===== config.mk =====
export PLATFORM = sky130hd
export DESIGN_NAME = iop_ports
export DESIGN_NICKNAME = d
export VERILOG_FILES = /design/src/rtl/iop_pkg.sv /design/src/rtl/iop_ports.sv /design/src/rtl/iop_sync_hold.sv /design/src/rtl/iop_edge_det.sv
export VERILOG_INCLUDE_DIRS = /design/src /design/src/rtl
export SDC_FILE = /design/constraint.sdc
export NUM_CORES = 1
export LEC_CHECK = 0
export BUFFER_PORTS_ARGS = -buffer_cell sky130_fd_sc_hd__buf_4
export CAP_MARGIN = 20
export CORE_AREA = 2 2 133 109
export CTS_CLUSTER_SIZE = 10
export DETAILED_ROUTE_END_ITERATION = 8
export DIE_AREA = 0 0 135 111
export PLACE_DENSITY = 0.75
export SLEW_MARGIN = 20
export SYNTH_ARGS = -nofsm -noshare
export SYNTH_HDL_FRONTEND = slang
export SYNTH_SLANG_ARGS = --single-unit

===== constraint.sdc =====
create_clock -name aclk -period 1.7 [get_ports aclk]
set_input_delay 0.17 -clock aclk [delete_from_list [all_inputs] [get_ports aclk]]
set_output_delay 0.17 -clock aclk [all_outputs]
set_load 0.02 [all_outputs]

===== src/rtl/iop_params.svh =====
// Register offsets, field positions and reset values of the port block
`ifndef IOP_PARAMS_SVH
`define IOP_PARAMS_SVH

`define IOP_OFF_BIDIR_DATA 8'h00
`define IOP_OFF_BIDIR_MODE 8'h04
`define IOP_OFF_AUX_MODE 8'h08
`define IOP_OFF_PORT_CFG 8'h0C
`define IOP_OFF_IRQ 8'h10
`define IOP_OFF_SMR 8'h14
`define IOP_OFF_WDT 8'h18
`define IOP_OFF_AUX_DATA 8'h1C
`define IOP_OFF_STATUS 8'h20

`define IOP_RST_BIDIR_DATA 8'h00
`define IOP_RST_BIDIR_MODE 8'hFF
`define IOP_RST_AUX_MODE 8'h00
`define IOP_RST_PORT_CFG 8'h00
`define IOP_RST_IRQ 8'h00
`define IOP_RST_SMR 8'h00
`define IOP_RST_WDT 8'h00
`define IOP_RST_AUX_DATA 2'h0

`define IOP_AUXM_ANALOG 1
`define IOP_CFG_BIDIR_OD 0
`define IOP_CFG_AUX_OD 1
`define IOP_CFG_ROUTE 2
`define IOP_IRQ_ZERO 0
`define IOP_IRQ_ONE 1
`define IOP_IRQ_TWO 2
`define IOP_IRQ_SEL_HI 7
`define IOP_IRQ_SEL_LO 6
`define IOP_SMR_SRC_HI 4
`define IOP_SMR_SRC_LO 2
`define IOP_SMR_POL 6
`define IOP_AUXD_OUT_A 4
`define IOP_AUXD_OUT_B 5

`define IOP_RESP_OKAY 2'h0
`define IOP_RESP_SLVERR 2'h2

`endif


===== src/rtl/iop_pkg.sv =====
// Types shared by the port block
package iop_pkg;
   typedef logic [7:0] iop_byte_t;
   typedef logic [31:0] iop_word_t;
   typedef enum logic [1:0] {
      EDGE_FALL_FALL,
      EDGE_FALL_RISE,
      EDGE_RISE_FALL,
      EDGE_BOTH
   } iop_edge_sel_t;
endpackage


===== src/rtl/iop_ports.sv =====
// General-purpose port block: bidirectional port, fixed port, comparators, bus slave
////////////////////////////////////////////////////////////////////////////////////////////
//
// The AXI4-Lite slave port and the register addresses were chosen for this implementation.
`timescale 1ns/10ps
`include "iop_params.svh"
module iop_ports (
   input wire logic aclk,
   input wire logic aresetn,
   input wire logic stop_recovery,
   input wire iop_pkg::iop_byte_t awaddr,
   input wire logic awvalid,
   output logic awready,
   input wire iop_pkg::iop_word_t wdata,
   input wire logic [3:0] wstrb,
   input wire logic wvalid,
   output logic wready,
   output logic [1:0] bresp,
   output logic bvalid,
   input wire logic bready,
   input wire iop_pkg::iop_byte_t araddr,
   input wire logic arvalid,
   output logic arready,
   output iop_pkg::iop_word_t rdata,
   output logic [1:0] rresp,
   output logic rvalid,
   input wire logic rready,
   input wire iop_pkg::iop_byte_t bidir_port_lines_in,
   input wire iop_pkg::iop_byte_t bidir_port_lines_driven,
   output iop_pkg::iop_byte_t bidir_port_lines_out,
   output iop_pkg::iop_byte_t bidir_port_lines_oe,
   input wire logic [2:0] aux_in,
   input wire logic [2:0] aux_in_driven,
   input wire logic comparator_a_out,
   input wire logic comparator_b_out,
   input wire iop_pkg::iop_byte_t wake_src,
   output logic aux_output_a,
   output logic aux_output_a_oe,
   output logic aux_output_b,
   output logic aux_output_b_oe,
   output logic aux_output_timer,
   input wire logic timer_output_line,
   output logic timer_input_line,
   output logic request_line_zero,
   output logic request_line_one,
   output logic request_line_two
);
   import iop_pkg::*;

   ////////////////////////////////////////////////////////////////////////////////////////
   logic aw_full_reg, aw_full_next, w_full_reg, w_full_next;
   iop_byte_t waddr_reg, waddr_next, wbyte_reg, wbyte_next;
   logic wlane_reg, wlane_next;
   logic bvalid_reg, bvalid_next, rvalid_reg, rvalid_next;
   logic [1:0] bresp_reg, bresp_next, rresp_reg, rresp_next;
   iop_word_t rdata_reg, rdata_next;
   logic do_write, wr_mapped, rd_mapped;
   iop_byte_t rd_byte;

   iop_byte_t bidir_data_reg, bidir_data_next, bidir_port_mode_reg, bidir_port_mode_next;
   iop_byte_t aux_port_mode_reg, aux_port_mode_next, port_config_reg, port_config_next;
   iop_byte_t interrupt_request_reg, interrupt_request_next;
   iop_byte_t stop_recovery_reg, stop_recovery_next, watchdog_mode_reg, watchdog_mode_next;
   logic [1:0] aux_data_reg, aux_data_next;
   logic timer_out_reg, timer_out_next;

   iop_byte_t bidir_s, wake_s;
   logic [4:0] aux_s;
   logic analog, a_val, b_val, ref_val, wake_act, route, aux_od;
   logic a_rise, a_fall, b_rise, b_fall;
   iop_edge_sel_t edge_sel;

   ////////////////////////////////////////////////////////////////////////////////////////
   // Input conditioning: keeper then two flops on the port, aux, comparator and wake lines
   iop_sync_hold #(.W(8)) u_sync_bidir (.aclk(aclk), .aresetn(aresetn),
      .pin_in(bidir_port_lines_in), .driven(bidir_port_lines_driven), .level(bidir_s));
   // Comparator results always come from a live front end, so they are marked driven
   iop_sync_hold #(.W(5)) u_sync_aux (.aclk(aclk), .aresetn(aresetn),
      .pin_in({comparator_b_out, comparator_a_out, aux_in}),
      .driven({2'h3, aux_in_driven}), .level(aux_s));
   iop_sync_hold #(.W(8)) u_sync_wake (.aclk(aclk), .aresetn(aresetn), .pin_in(wake_src),
      .driven(8'hFF), .level(wake_s));

   ////////////////////////////////////////////////////////////////////////////////////////
   // Source selection and edge qualification
   assign analog = aux_port_mode_reg[`IOP_AUXM_ANALOG];
   assign a_val = analog ? aux_s[3] : aux_s[0];
   assign b_val = analog ? aux_s[4] : aux_s[1];
   // Polarity bit set asks for a high level from the chosen wake source
   assign wake_act = wake_s[stop_recovery_reg[`IOP_SMR_SRC_HI:`IOP_SMR_SRC_LO]]
                     ~^ stop_recovery_reg[`IOP_SMR_POL];
   assign ref_val = analog ? wake_act : aux_s[2];
   assign edge_sel = iop_edge_sel_t'(interrupt_request_reg[`IOP_IRQ_SEL_HI:`IOP_IRQ_SEL_LO]);
   assign a_rise = (edge_sel == EDGE_RISE_FALL) || (edge_sel == EDGE_BOTH);
   assign a_fall = (edge_sel != EDGE_RISE_FALL);
   assign b_rise = (edge_sel == EDGE_FALL_RISE) || (edge_sel == EDGE_BOTH);
   assign b_fall = (edge_sel != EDGE_FALL_RISE);

   iop_edge_det u_edge_a (.aclk(aclk), .aresetn(aresetn), .level(a_val), .rise_en(a_rise),
      .fall_en(a_fall), .pulse(request_line_two));
   iop_edge_det u_edge_b (.aclk(aclk), .aresetn(aresetn), .level(b_val), .rise_en(b_rise),
      .fall_en(b_fall), .pulse(request_line_zero));
   // Digital mode takes the falling edge of the pin; analog mode the wake source going active.
   // Switching mode may itself look like an edge: software should clear pending flags after.
   iop_edge_det u_edge_ref (.aclk(aclk), .aresetn(aresetn), .level(ref_val),
      .rise_en(analog), .fall_en(!analog), .pulse(request_line_one));

   ////////////////////////////////////////////////////////////////////////////////////////
   // Pin drive
   assign route = port_config_reg[`IOP_CFG_ROUTE];
   assign aux_od = port_config_reg[`IOP_CFG_AUX_OD];
   assign bidir_port_lines_out = bidir_data_reg;
   always_comb begin
      for (int i = 0; i < 8; i++) begin
         bidir_port_lines_oe[i] = !bidir_port_mode_reg[i] &&
            (!port_config_reg[`IOP_CFG_BIDIR_OD] || !bidir_data_reg[i]);
      end
   end
   assign aux_output_a = route ? aux_s[3] : aux_data_reg[0];
   assign aux_output_b = route ? aux_s[4] : aux_data_reg[1];
   assign aux_output_a_oe = !aux_od || !aux_output_a;
   assign aux_output_b_oe = !aux_od || !aux_output_b;
   assign aux_output_timer = timer_out_reg;
   assign timer_input_line = aux_s[0];

   ////////////////////////////////////////////////////////////////////////////////////////
   // AXI4-Lite slave: one write and one read at a time, byte lane 0 carries the data
   assign awready = !aw_full_reg;
   assign wready = !w_full_reg;
   assign bvalid = bvalid_reg;
   assign bresp = bresp_reg;
   assign arready = !rvalid_reg;
   assign rvalid = rvalid_reg;
   assign rdata = rdata_reg;
   assign rresp = rresp_reg;
   assign do_write = aw_full_reg && w_full_reg && !bvalid_reg;
   assign wr_mapped = (waddr_reg <= `IOP_OFF_STATUS) && (waddr_reg[1:0] == 2'h0);

   always_comb begin
      rd_mapped = 1'b1;
      unique case (araddr)
         `IOP_OFF_BIDIR_DATA: rd_byte = bidir_s;
         `IOP_OFF_BIDIR_MODE: rd_byte = bidir_port_mode_reg;
         `IOP_OFF_AUX_MODE: rd_byte = aux_port_mode_reg;
         `IOP_OFF_PORT_CFG: rd_byte = port_config_reg;
         `IOP_OFF_IRQ: rd_byte = interrupt_request_reg;
         `IOP_OFF_SMR: rd_byte = stop_recovery_reg;
         `IOP_OFF_WDT: rd_byte = watchdog_mode_reg;
         `IOP_OFF_AUX_DATA: rd_byte = {2'h0, aux_data_reg, 1'b0, ref_val, b_val, a_val};
         `IOP_OFF_STATUS: rd_byte = {3'h0, aux_s};
         default: begin
            rd_byte = 8'h00;
            rd_mapped = 1'b0;
         end
      endcase
   end

   always_comb begin
      aw_full_next = aw_full_reg;
      w_full_next = w_full_reg;
      waddr_next = waddr_reg;
      wbyte_next = wbyte_reg;
      wlane_next = wlane_reg;
      bvalid_next = bvalid_reg;
      bresp_next = bresp_reg;
      rvalid_next = rvalid_reg;
      rdata_next = rdata_reg;
      rresp_next = rresp_reg;
      if (awvalid && !aw_full_reg) begin
         aw_full_next = 1'b1;
         waddr_next = awaddr;
      end
      if (wvalid && !w_full_reg) begin
         w_full_next = 1'b1;
         wbyte_next = wdata[7:0];
         wlane_next = wstrb[0];
      end
      if (do_write) begin
         aw_full_next = 1'b0;
         w_full_next = 1'b0;
         bvalid_next = 1'b1;
         bresp_next = wr_mapped ? `IOP_RESP_OKAY : `IOP_RESP_SLVERR;
      end else if (bvalid_reg && bready) begin
         bvalid_next = 1'b0;
      end
      if (arvalid && !rvalid_reg) begin
         rvalid_next = 1'b1;
         rdata_next = {24'h00_0000, rd_byte};
         rresp_next = rd_mapped ? `IOP_RESP_OKAY : `IOP_RESP_SLVERR;
      end else if (rvalid_reg && rready) begin
         rvalid_next = 1'b0;
      end
   end

   always_ff @(posedge aclk) begin
      if (!aresetn) begin
         aw_full_reg <= 1'b0;
         w_full_reg <= 1'b0;
         waddr_reg <= 8'h00;
         wbyte_reg <= 8'h00;
         wlane_reg <= 1'b0;
         bvalid_reg <= 1'b0;
         bresp_reg <= `IOP_RESP_OKAY;
         rvalid_reg <= 1'b0;
         rdata_reg <= 32'h0000_0000;
         rresp_reg <= `IOP_RESP_OKAY;
      end else begin
         aw_full_reg <= aw_full_next;
         w_full_reg <= w_full_next;
         waddr_reg <= waddr_next;
         wbyte_reg <= wbyte_next;
         wlane_reg <= wlane_next;
         bvalid_reg <= bvalid_next;
         bresp_reg <= bresp_next;
         rvalid_reg <= rvalid_next;
         rdata_reg <= rdata_next;
         rresp_reg <= rresp_next;
      end
   end

   ////////////////////////////////////////////////////////////////////////////////////////
   // Register file; a write with lane 0 off is answered but changes nothing
   always_comb begin
      logic we;
      we = do_write && wlane_reg;
      bidir_data_next = bidir_data_reg;
      bidir_port_mode_next = bidir_port_mode_reg;
      aux_port_mode_next = aux_port_mode_reg;
      port_config_next = port_config_reg;
      interrupt_request_next = interrupt_request_reg;
      stop_recovery_next = stop_recovery_reg;
      watchdog_mode_next = watchdog_mode_reg;
      aux_data_next = aux_data_reg;
      timer_out_next = timer_output_line;
      if (we) begin
         unique case (waddr_reg)
            `IOP_OFF_BIDIR_DATA: bidir_data_next = wbyte_reg;
            `IOP_OFF_BIDIR_MODE: bidir_port_mode_next = wbyte_reg;
            `IOP_OFF_AUX_MODE: aux_port_mode_next = wbyte_reg;
            `IOP_OFF_PORT_CFG: port_config_next = wbyte_reg;
            `IOP_OFF_IRQ: interrupt_request_next = wbyte_reg;
            `IOP_OFF_SMR: stop_recovery_next = wbyte_reg;
            `IOP_OFF_WDT: watchdog_mode_next = wbyte_reg;
            `IOP_OFF_AUX_DATA: aux_data_next = wbyte_reg[`IOP_AUXD_OUT_B:`IOP_AUXD_OUT_A];
            default: ;
         endcase
      end
      // Stop recovery resets only the registers that do not survive it
      if (stop_recovery) begin
         bidir_data_next = `IOP_RST_BIDIR_DATA;
         port_config_next = `IOP_RST_PORT_CFG;
         interrupt_request_next = `IOP_RST_IRQ;
         aux_data_next = `IOP_RST_AUX_DATA;
      end
      // A request arriving with a clear still sets its pending flag
      interrupt_request_next[`IOP_IRQ_ZERO] = interrupt_request_next[`IOP_IRQ_ZERO]
                                               | request_line_zero;
      interrupt_request_next[`IOP_IRQ_ONE] = interrupt_request_next[`IOP_IRQ_ONE]
                                              | request_line_one;
      interrupt_request_next[`IOP_IRQ_TWO] = interrupt_request_next[`IOP_IRQ_TWO]
                                              | request_line_two;
   end

   always_ff @(posedge aclk) begin
      if (!aresetn) begin
         bidir_data_reg <= `IOP_RST_BIDIR_DATA;
         bidir_port_mode_reg <= `IOP_RST_BIDIR_MODE;
         aux_port_mode_reg <= `IOP_RST_AUX_MODE;
         port_config_reg <= `IOP_RST_PORT_CFG;
         interrupt_request_reg <= `IOP_RST_IRQ;
         stop_recovery_reg <= `IOP_RST_SMR;
         watchdog_mode_reg <= `IOP_RST_WDT;
         aux_data_reg <= `IOP_RST_AUX_DATA;
         timer_out_reg <= 1'b0;
      end else begin
         bidir_data_reg <= bidir_data_next;
         bidir_port_mode_reg <= bidir_port_mode_next;
         aux_port_mode_reg <= aux_port_mode_next;
         port_config_reg <= port_config_next;
         interrupt_request_reg <= interrupt_request_next;
         stop_recovery_reg <= stop_recovery_next;
         watchdog_mode_reg <= watchdog_mode_next;
         aux_data_reg <= aux_data_next;
         timer_out_reg <= timer_out_next;
      end
   end
endmodule


===== src/rtl/iop_sync_hold.sv =====
// Input keeper followed by a two-flop synchroniser
`timescale 1ns/10ps
module iop_sync_hold #(
   parameter int W = 8
) (
   input wire logic aclk,
   input wire logic aresetn,
   input wire logic [W-1:0] pin_in,
   input wire logic [W-1:0] driven,
   output logic [W-1:0] level
);
   logic [W-1:0] keep_reg, keep_next;
   logic [W-1:0] meta_reg, sync_reg;

   // An undriven line keeps its last level instead of floating
   always_comb begin
      keep_next = (driven & pin_in) | (~driven & keep_reg);
   end

   always_ff @(posedge aclk) begin
      if (!aresetn) begin
         keep_reg <= '0;
         meta_reg <= '0;
         sync_reg <= '0;
      end else begin
         keep_reg <= keep_next;
         meta_reg <= keep_reg;
         sync_reg <= meta_reg;
      end
   end

   assign level = sync_reg;
endmodule


===== src/rtl/iop_edge_det.sv =====
// Edge detector giving a one-cycle registered pulse per selected edge
`timescale 1ns/10ps
module iop_edge_det (
   input wire logic aclk,
   input wire logic aresetn,
   input wire logic level,
   input wire logic rise_en,
   input wire logic fall_en,
   output logic pulse
);
   logic prev_reg, pulse_reg, pulse_next;

   always_comb begin
      pulse_next = (level & ~prev_reg & rise_en) | (~level & prev_reg & fall_en);
   end

   always_ff @(posedge aclk) begin
      if (!aresetn) begin
         prev_reg <= 1'b0;
         pulse_reg <= 1'b0;
      end else begin
         prev_reg <= level;
         pulse_reg <= pulse_next;
      end
   end

   assign pulse = pulse_reg;
endmodule


# Word-level counts from Yosys, hierarchy flattened
# Cells that the tools add are included.
[classes]
order_cmp = 2
eq_ne = 20
n_mux = 18
bitwise = 34
reduce_logical = 70
[op_table]
columns = ["op", "count"]
rows = [
  ["8-bit one-hot mux with 9 select lines", 1],
  ["8-bit by 5-bit == test with 1-bit output (second input constant)", 8],
  ["8-bit by 4-bit == test with 1-bit output (second input constant)", 4],
  ["1-bit zero test", 25],
  ["1-bit logical AND", 17],
  ["8-bit bitwise AND", 2],
  ["8-bit by 3-bit == test with 1-bit output (second input constant)", 2],
  ["8-bit zero test", 2],
  ["2-bit AND reduction", 8],
  ["1-bit bitwise AND", 12],
  ["1-bit logical OR", 12],
  ["1-bit two-way mux", 11],
  ["5-bit bitwise AND", 2],
  ["3-bit two-way mux", 3],
  ["9-bit OR reduction", 1],
  ["8-bit by 6-bit == test with 1-bit output (second input constant)", 1],
  ["8-bit by 6-bit less-or-equal comparator with 1-bit output (second input constant)", 1],
  ["8-bit NOT", 1],
  ["8-bit bitwise OR", 1],
  ["1-bit NOT", 7],
  ["1-bit bitwise OR", 6],
  ["5-bit NOT", 1],
  ["5-bit bitwise OR", 1],
  ["2-bit == test (second input constant)", 2],
  ["10 further kinds", 13],
]
[totals]
regBits = 161
wordCells = 179

# Logic depth before layout (Yosys ltp)
[logic_depth]
ltp_word = 8
mapped_depth = 7

# Cells and area by module
# Synthesis repeated with hierarchy kept, for this count alone.
[unflattened]
hier_cells = 666
hier_area_um2 = 6617.6
[modules_own_cells]
columns = ["module", "n_inst", "cells_per_inst", "area_each_um2", "seq_area_each_um2"]
rows = [
  ["iop_ports", 1, 496, 4494.3, 1801.7],
  ["iop_sync_hold at u_sync_bidir ...", 2, 58, 730.7, 480.5],
  ["iop_sync_hold at u_sync_aux", 1, 36, 455.4, 300.3],
  ["iop_edge_det", 3, 6, 68.8, 40.0],
]

# Least setup slack after synthesis
# No wires, ideal clock.
[synth_path]
path_type = "register to register"
startpoint = "reg bvalid_reg (netlist: bvalid)"
endpoint = "reg bidir_port_mode_reg[0]"
arrival_ps = 1597
required_time_ps = 1571
setup_slack_ps = -26
stages_incl_launch_ff = 6
path_buffers = 0
path_cell_list = "dfxtp_1 > and3b_1 > nand2_1 > nor4_4 > mux2i_1 > nand2_1"
[synth_between]
elab_chain_cells = 4
[synth_rtl]
columns = ["element", "line", "rtl"]
rows = [
  ["start: declaration", "iop_ports.sv:54", "logic bvalid_reg, bvalid_next, rvalid_reg, rvalid_next;"],
  ["start signal: assignment", "iop_ports.sv:213", "bvalid_reg <= bvalid_next;"],
  ["1-bit zero test", "iop_ports.sv:136", "assign do_write = aw_full_reg && w_full_reg && !bvalid_reg;"],
  ["1-bit logical AND", "iop_ports.sv:136", ""],
  ["1-bit logical AND", "iop_ports.sv:225", "we = do_write && wlane_reg;"],
  ["2-bit AND reduction (no source line)", "--", ""],
  ["end signal: assignment", "iop_ports.sv:267", "bidir_port_mode_reg <= `IOP_RST_BIDIR_MODE;"],
  ["end signal: assignment", "iop_ports.sv:277", "bidir_port_mode_reg <= bidir_port_mode_next;"],
  ["end: declaration", "iop_ports.sv:60", "iop_byte_t bidir_data_reg, bidir_data_next, bidir_port_mode_reg, bidir_port_mode_next;"],
]
# No other way between the ends.
# A chain may end at the register's enable or synchronous reset.

# Final worst setup path
[layout_path]
startpoint = "reg waddr_reg[7]"
endpoint = "reg port_config_reg[6]"
[layout_between]
elab_chain_cells = 2
[layout_rtl]
columns = ["element", "line", "rtl"]
rows = [
  ["start: declaration", "iop_ports.sv:52", "iop_byte_t waddr_reg, waddr_next, wbyte_reg, wbyte_next;"],
  ["start signal: assignment", "iop_ports.sv:210", "waddr_reg <= waddr_next;"],
  ["8-bit by 4-bit == test with 1-bit output", "iop_ports.sv:236", "unique case (waddr_reg)"],
  ["2-bit AND reduction (no source line)", "--", ""],
  ["end signal: assignment", "iop_ports.sv:269", "port_config_reg <= `IOP_RST_PORT_CFG;"],
  ["end signal: assignment", "iop_ports.sv:279", "port_config_reg <= port_config_next;"],
  ["end: declaration", "iop_ports.sv:61", "iop_byte_t aux_port_mode_reg, aux_port_mode_next, port_config_reg, port_config_next;"],
]
# No other way between the ends.

==> results by group <==
Power and ir drop
  • P_leak: 0.003390 uW
  • VDD IR max: 978.5 uV
  • Total power: 8772 uW
  • Power per Cell Area: 1022 nW/um^2

Floorplanning
  • Core ar.: 13860 um^2
  • Die Ht: 111 um
  • Num ports: 159
  • DIE AREA: 14990 um^2
  • Die X: 135 um
  • Rows: 39
  • Initial Util: 46.25%

Placement
  • Gp weighted congestion: 0.9323
  • Cell count after placement: 953
  • Final HPWL DP: 11.56 mm
  • PortBufs: 105
  • Placed cell areas: 7448 um^2

Route
  • Via density: 5.141
  • Avg WL per Cell: 16.24 um
  • WL final: 16.67 mm
  • Post-DRT Antenna Nets: 0
  • DRC violations left: 0
  • Iter 0 DRT Violations: 387
  • Detailed Routing Iterations Pass 1: 6
  • Via count: 5275

Timing
  • Rel. slew slack: 64.01%
  • Period minus WS final: 1.617 ns
  • Clk_skew: 0.008436 ns
  • Fmax: 618.5 MHz
  • Least-Margin Pin Slew: 0.5388 ns
  • Final setup vio count: 0
  • Fin crit share: 95.10%
  • Final-report max-slew violation count: 0
  • Final hold vios: 0
  • Worst hold slack: 0.01888 ns

Setup path
  • Crit Path Category: reg -> reg
  • Critical path arrival: 1.92 ns
  • Crit end category: register
  • Crit start category: register
  • Worst R2R Start: waddr_reg[7]$_SDFFE_PN0P_
  • Crit path max-delay cell type: or3_1
  • Critical Path RT: 2.00 ns
  • End of the worst register-to-register path: port_config_reg[6]$_SDFFE_PP0P_
  • Worst reg2reg setup slack: 0.08 ns
  • Critical-path cell list: nor3_4, nand3_4, or3_1, nand2_1, a21oi_2
  • Worst r2r path cells: 5
  • Crit Path Max Fanout: 8
  • Crit-path max cell delay: 0.52 ns

Min path
  • Hold path start: aux_in_driven[1]
  • Hold Crit Class: in -> reg
  • WHS Path Cells: 3

Cells and area
  • Post-Layout Inst Area: 8586 um^2
  • Fillers: 1161
  • Final nets: 923
  • Inserted Diodes: 0
  • Layout area overhead: 33.94%
  • Area of the multi-input gates: 2980 um^2
  • FF+latch area: 3186 um^2
  • Share of cells above drive strength 1: 24.11%
  • Final design utilization: 61.95%
  • Cell Count, Final, Fillers Out: 1026

Logic synthesis
  • Main synth FF type: dfxtp_1
  • Synth Warn #: 0
  • Number of synthesized flops with an enable pin: 0
  • Part of the Yosys area used for sequential elements: 49.66%
  • Synth Cell Area: 6410 um^2
  • Yosys cell types: 50
  • Syn avg cell area: 9.496 um^2
  • Number of synthesized register bits: 159
  • Async SR Flop Fraction: 0%
  • Syn Inst Count: 675

Clocking
  • Clk_lat worst skew: 0.42 ns
  • Htree depth: 4
  • Post-CTS setup buffers: 0
  • CTS Buf Count: 17
  • Longest Clk Path Bufs: 2
  • Clock root buffer: clkbuf_16
  • CTS tree: done
  • Worst-path clk slew: 0.06 ns
  • CTS Sinks: 159

GRT
  • Gr usage total: 23.21%
  • Largest net degree at the start of global routing: 41
  • Initial antenna violation count: 0
  • First-pass GRT wire length: 26.65 mm
  • Remaining Overflow, GRT: 0
  • Vias in the first global route: 5178

Outcome
  • Status: complete, no violations

Job
  • Max cap viols: 0
==> cell usage after synthesis (3+ instances only) <==
library cell	instances	share of area [%]
buf_4	26	3.0
a22oi_1	5	0.59
nand3_1	5	0.39
a22o_1	6	0.82
a21boi_0	8	0.94
o2bb2ai_1	4	0.55
and2_1	58	5.7
buf_2	6	0.47
a31oi_1	7	0.68
inv_1	6	0.35
nor4_1	3	0.29
o21ai_0	36	2.8
nor2b_1	22	2.1
mux2i_1	56	8.7
a21oi_1	50	3.9
nor3_4	4	1.0
nand2b_1	6	0.59
mux2_2	7	1.2
nand3b_1	3	0.35
nand2_1	82	4.8
dfxtp_1	159	50
nor3_1	3	0.23
clkbuf_1	36	2.1
nor2_1	41	2.4
mux4_2	5	1.8
==> cell families (layout without fill, tap and decap cells) <==
family / Yosys count / count (layout) / synth area share (%)
buffers and inverters: 75 / 217 / 6.149
XOR/XNOR: 1 / 1 / 0.1367
other: 1 / 26 / 0.05850
AO/OA/AOI/OAI: 129 / 129 / 12.14
multiplexers: 68 / 68 / 11.73
flip-flops: 159 / 159 / 49.66
AND/OR/NAND/NOR: 242 / 242 / 20.12
==> cell usage in the layout (no fill, tap or decap), types with 3 or more instances in the layout <==
cell,count
dfxtp_1,157
buf_4,132
nand2_1,81
and2_1,58
mux2i_1,55
a21oi_1,49
dlygate4sd3_1,42
nor2_1,40
o21ai_0,35
conb_1,26
nor2b_1,22
clkbuf_16,17
mux2_2,7
a31oi_1,7
a21boi_0,7
inv_1,6
nand2b_1,6
a22o_1,6
nor3_4,5
mux4_2,5
a22oi_1,5
bufinv_16,5
nand3_1,4
o2bb2ai_1,4
buf_12,4
nand3b_1,3
nor3_1,3
nor4_1,3
inv_6,3
==> per-layer routing <==
| layer | vias up | wire (um) | part of all wire [%] | GRT usage (%) |
|---|---|---|---|---|
| met1 | 2462 | 7129 | 43 | 30.74 |
| met4 | 0 | 250 | 1.5 | 6.597 |
| met2 | 215 | 7842 | 47 | 36.24 |
| met5 | - | 0 | 0 | 0 |
| met3 | 20 | 1444 | 8.7 | 7.773 |
| li1 | 2578 | - | - | - |
==> report_power, final <==
group / leakage (uW) / internal [uW] / switching (uW)
combinational: 0.00178 / 342 / 346
sequential: 0.00130 / 3830 / 88.8
clock: 0.000313 / 2650 / 1520
total: 0.00339 / 6820 / 1960
==> per-stage QoR <==
stage | TNS [ns] | setup slack, ns
2_1_floorplan | 0 | 0.008536
3_3_place_gp | -0.07433 | -0.07177
3_5_place_dp | -0.1840 | -0.1024
4_1_cts | 0 | 0.001934
5_1_grt | -0.08633 | -0.01727
6_report | 0 | 0.08330
==> critical path: cells and delay by family, from the launching register on <==
family           cells  cell delay [ns]
AND/OR/NAND/NOR      4             1.11
flip-flops           1             0.34
AO/OA/AOI/OAI        1             0.05
==> how the worst max path moves through the flow <==
stage / from / to / slack, ns / cells after the start
after floorplan: bvalid$_SDFFE_PN0P_ / aux_port_mode_reg[7]$_SDFFE_PN0P_ / 0.009 / 5
after global routing: waddr_reg[7]$_SDFFE_PN0P_ / port_config_reg[3]$_SDFFE_PP0P_ / -0.02 / 7
final: waddr_reg[7]$_SDFFE_PN0P_ / port_config_reg[6]$_SDFFE_PP0P_ / 0.08 / 5
after global placement: stop_recovery_reg[4]$_SDFFE_PN0P_ / rdata[2]$_SDFFE_PN0P_ / -0.07 / 5
after detailed placement: stop_recovery_reg[4]$_SDFFE_PN0P_ / rdata[2]$_SDFFE_PN0P_ / -0.10 / 5
after CTS: bvalid$_SDFFE_PN0P_ / port_config_reg[6]$_SDFFE_PP0P_ / 0.002 / 7
==> timing repair <==
action                     CTS  global route
hold endpoints to repair    35             0
resized for setup            6            12
pin swaps                    0             3
setup endpoints to repair    7            47
hold buffers                42             0
==> cell type report <==
type | count | share of cell area, %
clock inverter | 13 | 2.448
inverter | 6 | 0.2623
tap | 184 | 2.681
clock buffer | 18 | 5.115
sequential | 159 | 37.10
multi-input combinational | 466 | 34.71
timing repair buffer | 180 | 17.68
Power figures use the tool's default switching activity.
